===== src/logic/dcs_defs.vh =====
// Overview of operation
// - activate to activate or refresh: row cycle
// - refresh to activate or refresh: refresh cycle
// - activate to read or write: column delay
// - auto-precharge column command waits after activate
// - activates to different banks keep bank gap
// - write auto-precharge blocks bank for recovery+precharge
// - read waits turnaround after last write data
// - self refresh exit to non-read wait
// - self refresh exit to read: 200 cycles
// - refresh average interval 7.8 or 1.95 us
// - never more than eight refreshes outstanding
// - unstable clock power-down exit waits 200 cycles
// - row stays open row active minimum before precharge
//
// Purpose: constants for the ddr command spacing controller
// Assumes: times held in picoseconds except those marked in clocks, clock period in picoseconds
// Notes: cycle counts are derived in the modules from these figures
`ifndef DCS_DEFS_VH
`define DCS_DEFS_VH

// system clock period, 10 MHz
`define DCS_CLK_PS 100000
// least time in cycles, rounded up, never below one
`define DCS_CYC_UP(ps) ((((ps) + `DCS_CLK_PS - 1) / `DCS_CLK_PS) < 1 ? 1 : \
  (((ps) + `DCS_CLK_PS - 1) / `DCS_CLK_PS))
// longest time in cycles, rounded down
`define DCS_CYC_DN(ps) ((ps) / `DCS_CLK_PS)

// row_cycle_time, fast / slow grade
`define DCS_T_RC_F_PS 55000
`define DCS_T_RC_S_PS 60000
// refresh_cycle_time
`define DCS_T_RFC_F_PS 70000
`define DCS_T_RFC_S_PS 72000
// activate_to_column_delay and its auto-precharge twin
`define DCS_T_RCD_PS 15000
`define DCS_T_RAP_PS 15000
// precharge_period
`define DCS_T_RP_PS 15000
// bank_to_bank_activate_gap
`define DCS_T_RRD_F_PS 10000
`define DCS_T_RRD_S_PS 12000
// write_recovery_time
`define DCS_T_WR_PS 15000
// row_active_minimum
`define DCS_T_RAS_F_PS 40000
`define DCS_T_RAS_S_PS 42000
// self_exit_to_nonread
`define DCS_T_XSNR_PS 70000
// write_to_read_turnaround, in clocks
`define DCS_WTR_F_CLK 2
`define DCS_WTR_S_CLK 1
// self_exit_to_read and powerdown_exit_delay, in clocks
`define DCS_XSRD_CLK 200
`define DCS_XPRD_CLK 200
// average_refresh_interval, normal / hot (7.8 us, 1.95 us)
`define DCS_T_REFI_PS 7800000
`define DCS_T_REFI_HOT_PS 1950000
// most refreshes that may be owed
`define DCS_REF_MAX 4'h8

// command codes
`define DCS_CMD_NOP 4'h0
`define DCS_CMD_ACT 4'h1
`define DCS_CMD_RD 4'h2
`define DCS_CMD_WR 4'h3
`define DCS_CMD_PRE 4'h4
`define DCS_CMD_REF 4'h5
`define DCS_CMD_SRE 4'h6
`define DCS_CMD_SRX 4'h7
`define DCS_CMD_PDE 4'h8
`define DCS_CMD_PDX 4'h9

`endif


===== src/logic/dcs_cnt.v =====
// Purpose: down counter that holds off a command until it reaches zero
// Assumes: load and count on the same system clock
// Notes: a load never shortens a wait already running
`timescale 1ns/1ns
`default_nettype none

module dcs_cnt #(
  parameter W = 8
) (
  input wire i_clk_sys,
  input wire i_rst_n,
  input wire i_load,
  input wire [W-1:0] i_value,
  output wire o_zero
);

  reg [W-1:0] cnt_q; // cycles still to wait

  // keep the longer of the running and the new wait
  always @(posedge i_clk_sys) begin
    if (!i_rst_n) begin
      cnt_q <= {W{1'b0}};
    end else if (i_load && (i_value > cnt_q)) begin
      cnt_q <= i_value;
    end else if (cnt_q != {W{1'b0}}) begin
      cnt_q <= cnt_q - {{(W-1){1'b0}}, 1'b1};
    end
  end

  assign o_zero = (cnt_q == {W{1'b0}});

endmodule

`default_nettype wire


===== src/logic/dcs_ctrl.v =====
// Purpose: ddr command issuer that keeps every command spacing limit
// Assumes: device command pins abstracted as code, bank and ap flag
// Notes: refreshes are generated here; the user never asks for them
`timescale 1ns/1ns
`default_nettype none
`include "dcs_defs.vh"

module dcs_ctrl #(
  parameter [7:0] P_WR_DATA_CYC = 8'h03, // write command to last data
  parameter [7:0] P_RD_BURST_CYC = 8'h02 // read burst length in clocks
) (
  input wire i_clk_sys,
  input wire i_rst_n,
  input wire i_grade_fast,
  input wire i_hot,
  input wire i_clk_unstable,
  input wire i_req_valid,
  input wire [3:0] i_req_cmd,
  input wire [1:0] i_req_bank,
  input wire i_req_ap,
  output reg o_req_ack,
  output reg o_cmd_valid,
  output reg [3:0] o_cmd_code,
  output reg [1:0] o_cmd_bank,
  output reg o_cmd_ap,
  output reg o_cke,
  output reg [3:0] o_ref_owed,
  output reg o_ref_late
);

  // operating states
  localparam [1:0] ST_RUN = 2'h0;
  localparam [1:0] ST_SELF = 2'h1;
  localparam [1:0] ST_PDN = 2'h2;

  // cycle counts, ps minimums rounded up, refresh intervals rounded down
  localparam integer K_RC_F = `DCS_CYC_UP(`DCS_T_RC_F_PS);
  localparam integer K_RC_S = `DCS_CYC_UP(`DCS_T_RC_S_PS);
  localparam integer K_RFC_F = `DCS_CYC_UP(`DCS_T_RFC_F_PS);
  localparam integer K_RFC_S = `DCS_CYC_UP(`DCS_T_RFC_S_PS);
  localparam integer K_RCD = `DCS_CYC_UP(`DCS_T_RCD_PS);
  localparam integer K_RAP = `DCS_CYC_UP(`DCS_T_RAP_PS);
  localparam integer K_RP = `DCS_CYC_UP(`DCS_T_RP_PS);
  localparam integer K_RRD_F = `DCS_CYC_UP(`DCS_T_RRD_F_PS);
  localparam integer K_RRD_S = `DCS_CYC_UP(`DCS_T_RRD_S_PS);
  localparam integer K_WR = `DCS_CYC_UP(`DCS_T_WR_PS);
  localparam integer K_RAS_F = `DCS_CYC_UP(`DCS_T_RAS_F_PS);
  localparam integer K_RAS_S = `DCS_CYC_UP(`DCS_T_RAS_S_PS);
  localparam integer K_XSNR = `DCS_CYC_UP(`DCS_T_XSNR_PS);
  localparam integer K_REFI = `DCS_CYC_DN(`DCS_T_REFI_PS);
  localparam integer K_REFI_HOT = `DCS_CYC_DN(`DCS_T_REFI_HOT_PS);
  localparam integer K_WTR_F = `DCS_WTR_F_CLK;
  localparam integer K_WTR_S = `DCS_WTR_S_CLK;
  localparam integer K_XSRD = `DCS_XSRD_CLK;
  localparam integer K_XPRD = `DCS_XPRD_CLK;
  localparam integer K_ONE = 1;
  localparam integer K_COL = (K_RCD > K_RAP) ? K_RCD : K_RAP;

  // waits: five grade-selected, refresh interval by i_hot, the rest fixed
  wire [7:0] c_rc; // row cycle
  wire [7:0] c_rfc; // refresh cycle
  wire [7:0] c_rrd; // bank to bank activate gap
  wire [7:0] c_ras; // row active minimum
  wire [7:0] c_wtr; // write to read turnaround
  wire [7:0] c_col; // activate to column, plain or auto-precharge
  wire [7:0] c_rp; // precharge period
  wire [7:0] c_dal; // auto-precharge write total
  wire [7:0] c_rdap; // read auto-precharge hold-off
  wire [7:0] c_refi; // refresh interval

  assign c_rc = i_grade_fast ? K_RC_F[7:0] : K_RC_S[7:0];
  assign c_rfc = i_grade_fast ? K_RFC_F[7:0] : K_RFC_S[7:0];
  assign c_rrd = i_grade_fast ? K_RRD_F[7:0] : K_RRD_S[7:0];
  assign c_ras = i_grade_fast ? K_RAS_F[7:0] : K_RAS_S[7:0];
  assign c_wtr = i_grade_fast ? K_WTR_F[7:0] : K_WTR_S[7:0];
  assign c_col = K_COL[7:0];
  assign c_rp = K_RP[7:0];
  assign c_dal = P_WR_DATA_CYC + K_WR[7:0] + K_RP[7:0];
  assign c_rdap = P_RD_BURST_CYC + K_RP[7:0];
  assign c_refi = i_hot ? K_REFI_HOT[7:0] : K_REFI[7:0];

  // issue decision of this cycle
  reg iss; // a command goes out at this edge
  reg [3:0] iss_cmd; // its code
  reg [1:0] iss_bank; // its bank
  reg iss_ap; // its auto-precharge flag
  reg iss_user; // it came from the user port

  reg [1:0] st_q; // operating state
  reg [3:0] open_q; // one bit per bank, row open
  reg [7:0] refi_q; // cycles to the next refresh tick
  reg [3:0] owed_q; // refreshes owed

  wire [3:0] rc_zero; // per bank row cycle over
  wire [3:0] ras_zero; // per bank row active minimum over
  wire [3:0] col_zero; // per bank column delay over
  wire [3:0] pre_zero; // per bank precharge or recovery over
  wire rrd_zero; // bank gap over
  wire rfc_zero; // refresh cycle over
  wire wtr_zero; // write to read over
  wire xsnr_zero; // self exit non-read over
  wire xsrd_zero; // self exit read over
  wire xprd_zero; // power-down exit over

  // per-bank timers, loaded by the command that starts each wait
  genvar b;
  generate
    for (b = 0; b < 4; b = b + 1) begin : g_bank
      wire act_b; // activate to this bank
      wire pre_b; // explicit precharge to this bank
      wire wap_b; // write with auto-precharge to this bank
      wire rap_b; // read with auto-precharge to this bank
      assign act_b = iss && (iss_cmd == `DCS_CMD_ACT) && (iss_bank == b);
      assign pre_b = iss && (iss_cmd == `DCS_CMD_PRE) && (iss_bank == b);
      assign wap_b = iss && (iss_cmd == `DCS_CMD_WR) && iss_ap &&
        (iss_bank == b);
      assign rap_b = iss && (iss_cmd == `DCS_CMD_RD) && iss_ap &&
        (iss_bank == b);
      // row cycle from activate
      dcs_cnt #(.W(8)) u_rc (
        .i_clk_sys(i_clk_sys), .i_rst_n(i_rst_n), .i_load(act_b),
        .i_value(c_rc), .o_zero(rc_zero[b]));
      // row held open at least the minimum
      dcs_cnt #(.W(8)) u_ras (
        .i_clk_sys(i_clk_sys), .i_rst_n(i_rst_n), .i_load(act_b),
        .i_value(c_ras), .o_zero(ras_zero[b]));
      // column command delay, plain and auto-precharge
      dcs_cnt #(.W(8)) u_col (
        .i_clk_sys(i_clk_sys), .i_rst_n(i_rst_n), .i_load(act_b),
        .i_value(c_col), .o_zero(col_zero[b]));
      // precharge, or write recovery plus precharge
      dcs_cnt #(.W(8)) u_pre (
        .i_clk_sys(i_clk_sys), .i_rst_n(i_rst_n),
        .i_load(pre_b | wap_b | rap_b),
        .i_value(wap_b ? c_dal : (rap_b ? c_rdap : c_rp)),
        .o_zero(pre_zero[b]));
    end
  endgenerate

  // device-wide timers
  wire any_act; // activate to any bank
  wire is_wr; // write to any bank
  assign any_act = iss && (iss_cmd == `DCS_CMD_ACT);
  assign is_wr = iss && (iss_cmd == `DCS_CMD_WR);

  // bank to bank activate gap
  dcs_cnt #(.W(8)) u_rrd (
    .i_clk_sys(i_clk_sys), .i_rst_n(i_rst_n), .i_load(any_act),
    .i_value(c_rrd), .o_zero(rrd_zero));
  // refresh cycle
  dcs_cnt #(.W(8)) u_rfc (
    .i_clk_sys(i_clk_sys), .i_rst_n(i_rst_n),
    .i_load(iss && (iss_cmd == `DCS_CMD_REF)),
    .i_value(c_rfc), .o_zero(rfc_zero));
  // last write data plus turnaround before a read
  dcs_cnt #(.W(8)) u_wtr (
    .i_clk_sys(i_clk_sys), .i_rst_n(i_rst_n), .i_load(is_wr),
    .i_value(P_WR_DATA_CYC + c_wtr), .o_zero(wtr_zero));
  // self refresh exit to non-read
  dcs_cnt #(.W(8)) u_xsnr (
    .i_clk_sys(i_clk_sys), .i_rst_n(i_rst_n),
    .i_load(iss && (iss_cmd == `DCS_CMD_SRX)),
    .i_value(K_XSNR[7:0]), .o_zero(xsnr_zero));
  // self refresh exit to read, dll relock
  dcs_cnt #(.W(8)) u_xsrd (
    .i_clk_sys(i_clk_sys), .i_rst_n(i_rst_n),
    .i_load(iss && (iss_cmd == `DCS_CMD_SRX)),
    .i_value(K_XSRD[7:0]), .o_zero(xsrd_zero));
  // power-down exit, long when the clock wandered
  dcs_cnt #(.W(8)) u_xprd (
    .i_clk_sys(i_clk_sys), .i_rst_n(i_rst_n),
    .i_load(iss && (iss_cmd == `DCS_CMD_PDX)),
    .i_value(i_clk_unstable ? K_XPRD[7:0] : K_ONE[7:0]),
    .o_zero(xprd_zero));

  // banks quiet enough for refresh or self refresh entry
  wire all_idle; // no row open and every bank's row cycle and precharge waits over
  wire run_ok; // running and out of power-down exit wait
  wire ref_ok; // a refresh may go out now
  wire ref_full; // owed count at its ceiling
  assign all_idle = (open_q == 4'h0) && (&rc_zero) && (&pre_zero);
  assign run_ok = (st_q == ST_RUN) && xprd_zero;
  assign ref_ok = run_ok && all_idle && rfc_zero && xsnr_zero;
  assign ref_full = (owed_q == `DCS_REF_MAX);

  // legality of the user request against every running wait
  reg user_ok; // request may go out now
  always @* begin
    user_ok = 1'b0;
    case (i_req_cmd)
      `DCS_CMD_ACT: begin
        // activate held off while refreshes are at the ceiling
        user_ok = run_ok && xsnr_zero && !open_q[i_req_bank] &&
          rc_zero[i_req_bank] && pre_zero[i_req_bank] && rrd_zero &&
          rfc_zero && !ref_full;
      end
      `DCS_CMD_RD: begin
        user_ok = run_ok && open_q[i_req_bank] &&
          col_zero[i_req_bank] && wtr_zero && xsrd_zero;
      end
      `DCS_CMD_WR: begin
        user_ok = run_ok && xsnr_zero && open_q[i_req_bank] &&
          col_zero[i_req_bank];
      end
      `DCS_CMD_PRE: begin
        user_ok = run_ok && xsnr_zero && open_q[i_req_bank] &&
          ras_zero[i_req_bank];
      end
      `DCS_CMD_SRE: begin
        user_ok = ref_ok;
      end
      `DCS_CMD_SRX: begin
        user_ok = (st_q == ST_SELF);
      end
      `DCS_CMD_PDE: begin
        user_ok = run_ok && xsnr_zero;
      end
      `DCS_CMD_PDX: begin
        user_ok = (st_q == ST_PDN);
      end
      default: begin
        user_ok = 1'b0;
      end
    endcase
  end

  // arbitration: owed refresh first when at ceiling or user idle
  always @* begin
    iss = 1'b0;
    iss_cmd = `DCS_CMD_NOP;
    iss_bank = 2'h0;
    iss_ap = 1'b0;
    iss_user = 1'b0;
    if (ref_ok && (owed_q != 4'h0) &&
        (ref_full || !i_req_valid || o_req_ack)) begin
      iss = 1'b1;
      iss_cmd = `DCS_CMD_REF;
    end else if (i_req_valid && !o_req_ack && user_ok) begin
      iss = 1'b1;
      iss_cmd = i_req_cmd;
      iss_bank = i_req_bank;
      iss_ap = i_req_ap &&
        ((i_req_cmd == `DCS_CMD_RD) || (i_req_cmd == `DCS_CMD_WR));
      iss_user = 1'b1;
    end
  end

  // refresh interval tick and owed count
  wire tick; // one interval has passed
  assign tick = (refi_q == 8'h00) && (st_q != ST_SELF);
  always @(posedge i_clk_sys) begin
    if (!i_rst_n) begin
      refi_q <= 8'h00;
      owed_q <= 4'h0;
      o_ref_late <= 1'b0;
    end else begin
      // device refreshes itself in self refresh, so the interval rests
      if (st_q == ST_SELF) begin
        refi_q <= c_refi - 8'h01;
      end else if (tick) begin
        refi_q <= c_refi - 8'h01;
      end else begin
        refi_q <= refi_q - 8'h01;
      end
      // a tick at the ceiling is lost and flagged, never a ninth
      if (tick && ref_full && !(iss && iss_cmd == `DCS_CMD_REF)) begin
        o_ref_late <= 1'b1;
      end
      if (tick && !(iss && iss_cmd == `DCS_CMD_REF) && !ref_full) begin
        owed_q <= owed_q + 4'h1;
      end else if (!tick && iss && iss_cmd == `DCS_CMD_REF) begin
        owed_q <= owed_q - 4'h1;
      end
    end
  end

  // row open flags and operating state
  integer i;
  always @(posedge i_clk_sys) begin
    if (!i_rst_n) begin
      open_q <= 4'h0;
      st_q <= ST_RUN;
    end else begin
      for (i = 0; i < 4; i = i + 1) begin
        if (iss && (iss_bank == i)) begin
          if (iss_cmd == `DCS_CMD_ACT) begin
            open_q[i] <= 1'b1;
          end else if ((iss_cmd == `DCS_CMD_PRE) || iss_ap) begin
            open_q[i] <= 1'b0;
          end
        end
      end
      if (iss) begin
        case (iss_cmd)
          `DCS_CMD_SRE: st_q <= ST_SELF;
          `DCS_CMD_PDE: st_q <= ST_PDN;
          `DCS_CMD_SRX: st_q <= ST_RUN;
          `DCS_CMD_PDX: st_q <= ST_RUN;
          default: st_q <= st_q;
        endcase
      end
    end
  end

  // registered command pins and user answer
  always @(posedge i_clk_sys) begin
    if (!i_rst_n) begin
      o_req_ack <= 1'b0;
      o_cmd_valid <= 1'b0;
      o_cmd_code <= `DCS_CMD_NOP;
      o_cmd_bank <= 2'h0;
      o_cmd_ap <= 1'b0;
      o_cke <= 1'b1;
      o_ref_owed <= 4'h0;
    end else begin
      o_req_ack <= iss_user;
      o_cmd_valid <= iss;
      o_cmd_code <= iss_cmd;
      o_cmd_bank <= iss_bank;
      o_cmd_ap <= iss_ap;
      // clock enable low in self refresh and power-down
      if (iss && (iss_cmd == `DCS_CMD_SRE || iss_cmd == `DCS_CMD_PDE)) begin
        o_cke <= 1'b0;
      end else if (iss &&
          (iss_cmd == `DCS_CMD_SRX || iss_cmd == `DCS_CMD_PDX)) begin
        o_cke <= 1'b1;
      end
      o_ref_owed <= owed_q;
    end
  end

endmodule

`default_nettype wire


===== config.mk =====
export PLATFORM = sky130hd
export DESIGN_NAME = dcs_ctrl
export DESIGN_NICKNAME = d
export VERILOG_FILES = /design/src/logic/dcs_cnt.v /design/src/logic/dcs_ctrl.v
export VERILOG_INCLUDE_DIRS = /design/src /design/src/logic
export SDC_FILE = /design/constraint.sdc
export NUM_CORES = 1
export LEC_CHECK = 0
export ABC_AREA = 1
export BUFFER_PORTS_ARGS = -buffer_cell sky130_fd_sc_hd__buf_2
export CAP_MARGIN = 0
export CORE_MARGIN = 4
export CORE_UTILIZATION = 66
export DETAILED_ROUTE_END_ITERATION = 6
export PLACE_DENSITY = 0.93
export SLEW_MARGIN = 5
export SYNTH_ARGS = -nofsm -noshare
export SYNTH_HDL_FRONTEND = slang
export SYNTH_HIERARCHICAL = 1
export SYNTH_SLANG_ARGS = --single-unit
export TNS_END_PERCENT = 5

===== constraint.sdc =====
create_clock -name i_clk_sys -period 6.7 [get_ports i_clk_sys]
set_input_delay 0.335 -clock i_clk_sys [delete_from_list [all_inputs] [get_ports i_clk_sys]]
set_output_delay 0.335 -clock i_clk_sys [all_outputs]
set_load 0.1 [all_outputs]

Yosys cells after proc, flatten, opt, wreduce, memory -nomap -nowiden
Cells that the tools add are included.
{"block": "totals", "ff_bits": 209}
{"block": "op_classes", "magnitude_cmp": 23, "add_sub_neg": 27, "reduce_logical": 197, "n_bitwise": 9, "n_eq_ne": 24, "muxes": 83}
{"op": "8-bit zero test", "n": 23}
{"op": "8-bit by 1-bit subtractor with 8-bit output (second input constant)", "n": 23}
{"op": "8-bit nonzero test", "n": 22}
{"op": "8-bit 2-to-1 mux", "n": 17}
{"op": "1-bit by 8-bit > comparator with 1-bit output (first input constant)", "n": 15}
{"op": "1-bit logical AND", "n": 85}
{"op": "2-bit nonzero test", "n": 25}
{"op": "1-bit 2-to-1 mux", "n": 43}
{"op": "3-bit by 8-bit > comparator with 1-bit output", "n": 5}
{"op": "2-bit OR reduction", "n": 18}
{"op": "4-bit by 3-bit == test with 1-bit output (second input constant)", "n": 7}
{"op": "4-bit == test (second input constant)", "n": 5}
{"op": "4-bit by 2-bit == test with 1-bit output (second input constant)", "n": 4}
{"op": "4-bit 2-to-1 mux", "n": 4}
{"op": "2-bit 2-to-1 mux", "n": 7}
{"op": "3-bit 2-to-1 mux", "n": 4}
{"op": "1-bit binary-select mux with 2-bit select", "n": 5}
{"op": "2-bit AND reduction", "n": 5}
{"op": "4-bit by 1-bit == test with 1-bit output (second input constant)", "n": 2}
{"op": "8-bit > comparator", "n": 1}
{"op": "8-bit > comparator (first input constant)", "n": 1}
{"op": "1-bit bitwise OR", "n": 8}
{"op": "1-bit case mux with 8 select lines", "n": 1}
{"op": "4-bit AND reduction", "n": 2}
{"op": "other kinds (17)", "n": 31}

Depth between registers and ports, before layout
{"block": "depth", "depth_word": 22, "depth_mapped": 30, "depth_no_buf": 29}

By module
Netlist, hierarchy kept.
{"mod": "dcs_cnt", "cells_per_inst": 105, "area_each_um2": 721.9, "instances": 22}
{"mod": "dcs_ctrl", "cells_per_inst": 300, "area_each_um2": 2024.4, "instances": 1}

Worst setup path after synthesis
No wires, ideal clock.
{"block": "synth_path", "path_type": "register to register", "from": "register g_bank[2].u_rc.cnt_q[0]", "to": "register g_bank[2].u_pre.cnt_q[2]", "t_required_ps": 6585, "arrival_ps": 2988, "stages_incl_launch_ff": 25, "period_less_slack_ps": 3102, "n_path_buf": 1, "slack_ps": 3598, "path_cell_list": "dfxtp_1 -> inv_1 -> ha_1 -> nand3_1 -> nor2_4 -> nand2_1 -> nor3_2 -> nand3_1 -> nand2_1 -> nand2_1 -> nand3_4 -> nand2_4 -> clkinv_2 -> nand3_1 -> nor2_1 -> inv_1 -> nor2_1 -> ha_1 -> nand2_1 -> nor2_1 -> a21boi_1 -> nand2_2 -> buf_6 -> o21ai_1 -> nor2_1"}
{"element": "start: declaration", "line_no": "dcs_cnt.v:17", "text": "reg [W-1:0] cnt_q;"}
{"element": "start signal: assignment", "line_no": "dcs_cnt.v:22", "text": "cnt_q <= {W{1'b0}};"}
{"element": "start signal: assignment", "line_no": "dcs_cnt.v:24", "text": "cnt_q <= i_value;"}
{"element": "start signal: assignment", "line_no": "dcs_cnt.v:26", "text": "cnt_q <= cnt_q - {{(W-1){1'b0}}, 1'b1};"}
{"element": "8-bit zero test (*)", "line_no": "dcs_cnt.v:30", "text": "assign o_zero = (cnt_q == {W{1'b0}});"}
{"element": "via rc_zero[2]", "line_no": "dcs_ctrl.v:94", "text": "wire [3:0] rc_zero;"}
{"element": "1-bit binary-select mux with 2-bit select", "line_no": "dcs_ctrl.v:194", "text": "rc_zero[i_req_bank] && pre_zero[i_req_bank] && rrd_zero &&"}
{"element": "1-bit 2-to-1 mux (implied by the code)", "line_no": "dcs_ctrl.v:194"}
{"element": "1-bit logical AND", "line_no": "dcs_ctrl.v:193", "text": "user_ok = run_ok && xsnr_zero && !open_q[i_req_bank] &&"}
{"element": "1-bit logical AND (3 in a row)", "line_no": "dcs_ctrl.v:194"}
{"element": "1-bit logical AND", "line_no": "dcs_ctrl.v:195", "text": "rfc_zero && !ref_full;"}
{"element": "1-bit case mux with 8 select lines", "line_no": "dcs_ctrl.v:190", "text": "case (i_req_cmd)"}
{"element": "[... 3 more ...]"}
{"element": "4-bit by 2-bit == test with 1-bit output (no source line)"}
{"element": "1-bit logical AND (2 in a row)", "line_no": "dcs_ctrl.v:115", "text": "assign wap_b = iss && (iss_cmd == `DCS_CMD_WR) && iss_ap &&"}
{"element": "1-bit logical AND (*)", "line_no": "dcs_ctrl.v:115"}
{"element": "via g_bank[2].wap_b", "line_no": "dcs_ctrl.v:111", "text": "wire wap_b;"}
{"element": "3-bit 2-to-1 mux / 1-bit bitwise OR (equally long branches)", "line_no": "dcs_ctrl.v:135, dcs_ctrl.v:134"}
{"element": "3-bit by 8-bit > comparator with 1-bit output / 1-bit bitwise OR (equally long branches)", "line_no": "dcs_cnt.v:23, dcs_ctrl.v:134"}
{"element": "1-bit logical AND", "line_no": "dcs_cnt.v:23", "text": "end else if (i_load && (i_value > cnt_q)) begin"}
{"element": "8-bit 2-to-1 mux / 2-bit nonzero test (equally long branches)"}
{"element": "end signal: assignment", "line_no": "dcs_cnt.v:22"}
{"element": "end signal: assignment", "line_no": "dcs_cnt.v:24"}
{"element": "end signal: assignment", "line_no": "dcs_cnt.v:26"}
{"element": "end: declaration", "line_no": "dcs_cnt.v:17"}
Mark *: on every way through the listed nets, which the timed path passes. The rest lies on a longest branch. The select of a mux whose other input is x is not followed.
A chain may end at the register's enable or synchronous reset.

Worst setup path after layout
{"block": "layout_path", "from": "register u_rfc.cnt_q[0]", "to": "register g_bank[3].u_pre.cnt_q[0]"}
{"element": "start: declaration", "line_no": "dcs_cnt.v:17"}
{"element": "start signal: assignment", "line_no": "dcs_cnt.v:22"}
{"element": "start signal: assignment", "line_no": "dcs_cnt.v:24"}
{"element": "start signal: assignment", "line_no": "dcs_cnt.v:26"}
{"element": "8-bit zero test (*)", "line_no": "dcs_cnt.v:30"}
{"element": "via rfc_zero", "line_no": "dcs_ctrl.v:99", "text": "wire rfc_zero;"}
{"element": "1-bit logical AND, on equally long branches", "line_no": "dcs_ctrl.v:183, dcs_ctrl.v:194"}
{"element": "1-bit logical AND, on equally long branches", "line_no": "dcs_ctrl.v:183, dcs_ctrl.v:195"}
{"element": "1-bit case mux with 8 select lines", "line_no": "dcs_ctrl.v:190"}
{"element": "1-bit logical AND", "line_no": "dcs_ctrl.v:238", "text": "end else if (i_req_valid && !o_req_ack && user_ok) begin"}
{"element": "4-bit 2-to-1 mux", "line_no": "dcs_ctrl.v:238"}
{"element": "4-bit 2-to-1 mux", "line_no": "dcs_ctrl.v:234", "text": "if (ref_ok && (owed_q != 4'h0) &&"}
{"element": "4-bit by 2-bit == test with 1-bit output (no source line)"}
{"element": "1-bit logical AND (2 in a row)", "line_no": "dcs_ctrl.v:115"}
{"element": "1-bit logical AND (*)", "line_no": "dcs_ctrl.v:115"}
{"element": "via g_bank[3].wap_b", "line_no": "dcs_ctrl.v:111"}
{"element": "3-bit 2-to-1 mux / 1-bit bitwise OR (equally long branches)", "line_no": "dcs_ctrl.v:135, dcs_ctrl.v:134"}
{"element": "3-bit by 8-bit > comparator with 1-bit output / 1-bit bitwise OR (equally long branches)", "line_no": "dcs_cnt.v:23, dcs_ctrl.v:134"}
{"element": "1-bit logical AND", "line_no": "dcs_cnt.v:23"}
{"element": "8-bit 2-to-1 mux / 2-bit nonzero test (equally long branches)"}
{"element": "end signal: assignment", "line_no": "dcs_cnt.v:22"}
{"element": "end signal: assignment", "line_no": "dcs_cnt.v:24"}
{"element": "end signal: assignment", "line_no": "dcs_cnt.v:26"}
{"element": "end: declaration", "line_no": "dcs_cnt.v:17"}
Mark *: on every way through the listed nets, which the timed path passes. The rest lies on a longest branch.

==> qor.csv <==
metric,value,unit
Setup crit end kind,flip-flop,
Die Ht,173,um
DR iter-0 viols,1298,
Synth warnings,6,
sequential-to-total area share from yosys stat,23.4,%
final clock skew,16.4,ps
most frequent cells in the layout,"nand2_1 (592), conb_1 (326), inv_1 (320), ha_1 (223), nor2_1 (222)",
post-route minimum period,3950,ps
final WL,42800,um
Worst Tran Pin Value,817,ps
Routed Antenna Nets,0,
number of synthesized flops with an enable pin,0,
First-pass DRT Iterations,7,
Worst Path Max Fanout,12,
clk buf depth,3,
status,finished clean,
Clk pwr share,17.4,%
IO Count,28,
"Core Util, Final",75.9,%
post-CTS setup buffers,0,
CTS tree,built,
Hold Path Depth,3,
Fin. Hold Viols,0,
Worst R2R Start,u_rfc/cnt_q[0],
Pint,4.65,mW
Synth Cell Area,0.0179,mm2
GPL Wtd Cong,0.925,
PortBufs,27,
maximum vdd drop,0.297,mV
Peak Freq,253,MHz
syn_area_per_cell,6.86,um2
gr usage total,28.0,%
Worst Setup Path Type,flip-flop to flip-flop,
WHS,101,ps
vias in the first global route,17238,
Final Setup Violations,0,
pin count of the biggest net entering global routing,68,
worst skew pair latency,540,ps
"Slew Viols, Final",0,
Worst Hold End,u_wtr/cnt_q[0],
Crit path required time,7120,ps
first-pass GRT wire length,74100,um
top_reg_cell synth,dfxtp_1,
r2r worst-path depth,27,
Overflow after GRT,0,
via count,17325,
Synth cell types,42,
Mapped Cells,2610,
"commonest non-fill, non-tap cell in the layout",nand2_1,
Routed WL per cell,12.9,um
antenna violations before repair,4,
Rel. slew slack,45.5,%
# nets final,3199,
fraction of registers with async set/reset,0,%
DP HPWL,31500,um
die area,0.0298,mm2
crit share post-route,58.9,%
clock sink count,209,
Avg Vias per Cell,5.21,
"Arr. time, crit path",4370,ps
Worst-path clk slew,60,ps
Synth Register Bits,209,
max-capacitance violation count,0,
post_cts resized,0,
r2r endpoint,g_bank[3].u_pre/cnt_q[0],
P per Cell Area,430,mW/mm2
drc violations,0,
share of cells above drive strength 1,13.0,%
synthesis-to-finish area growth,13.6,%
R2R setup slack,2750,ps
hold buffer count at cts,0,
Hold WC Path Type,input pin to flip-flop,
startpoint of the worst hold path,i_grade_fast,
Starting Density,66.8,%
Static Leak,10.4,nW
combinational fraction of design power,60.0,%
row count,60,
CTS root buf,clkbuf_16,
core region area,0.0268,mm2
Die Span X,173,um
H-tree levels,1,
final setup TNS,0,ps
P_sw,4.09,mW
switching portion of total power,46.8,%
TritonCTS Buffers,25,
power share of the sequential group,22.6,%
unrepaired setup endpoints after global routing,no,
crit start category,flip-flop,
## power by group through the flow
stage                     Combinational [mW]  Sequential [mW]  Clock (mW)
after detailed placement                5.02             1.99           0
after floorplan                         4.14             1.97           0
after CTS                               5.13             1.97        1.55
after global routing                    5.95             2.02        1.60
final                                   5.24             1.98        1.52
after global placement                  4.77             1.96           0
## worst max-delay path, cell delays in order, from the launching register on
cell and delay, ps:
dfxtp_1 330, inv_1 150, ha_1 190, nand3_1 120, nor2_4 260, nand3_1 130
nor3_2 210, nand3_1 110, nand2_1 70, nand2_1 80, nand3_4 150, nand2_4 100
clkinv_2 90, nand3_2 80, nor2_1 190, inv_1 90, nor2_1 190, ha_1 260
nand2_1 90, inv_1 50, nand2_1 60, nand2_1 40, nand2_1 70, nand2_1 100
nand2_2 220, inv_1 160, a21oi_1 150, nor2_1 60
## worst max path at each step
stage | start | to | slack, ps | cells after the start
2_1_floorplan | g_bank[2].u_rc/cnt_q[0] | g_bank[2].u_pre/cnt_q[2] | 3600 | 24
3_3_place_gp | g_bank[3].u_rc/cnt_q[0] | g_bank[2].u_pre/cnt_q[0] | 3200 | 25
3_5_place_dp | g_bank[2].u_rc/cnt_q[0] | g_bank[2].u_pre/cnt_q[0] | 2940 | 25
4_1_cts | g_bank[2].u_rc/cnt_q[0] | g_bank[3].u_pre/cnt_q[0] | 2820 | 27
5_1_grt | g_bank[2].u_rc/cnt_q[0] | g_bank[3].u_pre/cnt_q[2] | 2370 | 27
6_report | u_rfc/cnt_q[0] | g_bank[3].u_pre/cnt_q[0] | 2750 | 27
## synthesized netlist by cell type, types with 5 or more instances
cell type	count	area [um2]
inv_2	93	349
o21ai_1	68	340
o21ai_0	5	25.0
a21boi_1	22	165
nor2_4	26	293
xor2_1	112	981
dfxtp_1	209	4180
ha_1	223	2790
nand4_1	28	175
a21oi_1	189	946
buf_6	23	259
nand2_2	25	156
nand2_1	592	2220
nand3_1	205	1030
nor2_1	222	833
a21oi_2	22	193
inv_1	320	1200
a21o_1	23	173
or2_1	22	138
nand3_2	71	711
nor2_2	71	444
## final cells by class
cell class	count	area (um2)
clock inverters	13	221
well taps	341	427
inverters	416	1560
repair buffers	28	145
diodes	4	10.0
fillers	1867	6460
flip-flops and latches	209	4180
multi-input cells	2282	13100
clock buffers	32	692
## sequential cells by signal, indices dropped and copies added (netlist names), 8 cells and up
register and count:
refi_q 8, u_xsnr/cnt_q 8, u_rrd/cnt_q 8, g_bank.u_rc/cnt_q 32, g_bank.u_pre/cnt_q 32, g_bank.u_ras/cnt_q 32
u_xsrd/cnt_q 8, u_xprd/cnt_q 8, g_bank.u_col/cnt_q 32, u_wtr/cnt_q 8, u_rfc/cnt_q 8
## through the flow
stage | cells | setup WS [ps] | instance area (um2) | total power, mW
2_1_floorplan | 2934 | 3600 | 19100 | 6.10
3_3_place_gp | 3276 | 3200 | 19400 | 6.73
3_5_place_dp | 3276 | 2940 | 19400 | 7.01
4_1_cts | 3321 | 2820 | 20300 | 8.64
5_1_grt | 3325 | 2370 | 20300 | 9.57
6_report | 3325 | 2750 | 20300 | 8.74
## cells by family after synthesis
group,Yosys count,share of synthesized area (%)
simple gates,1280,34.4
fa+ha+maj,224,15.7
xor+xnor,115,5.62
compound gates,336,10.6
buf+inv,443,10.3
flops,209,23.4
other cells,2,0.0419
mux,1,0.0559
## layer usage
metal | share of wire (%) | vias up | GRT usage [%]
li1 | - | 8749 | -
met1 | 41 | 7913 | 32.1
met2 | 50 | 525 | 52.2
met3 | 5.1 | 138 | 3.96
met4 | 3.5 | 0 | 11.3
met5 | 0 | - | 0
(Power assumes the default switching activity.)
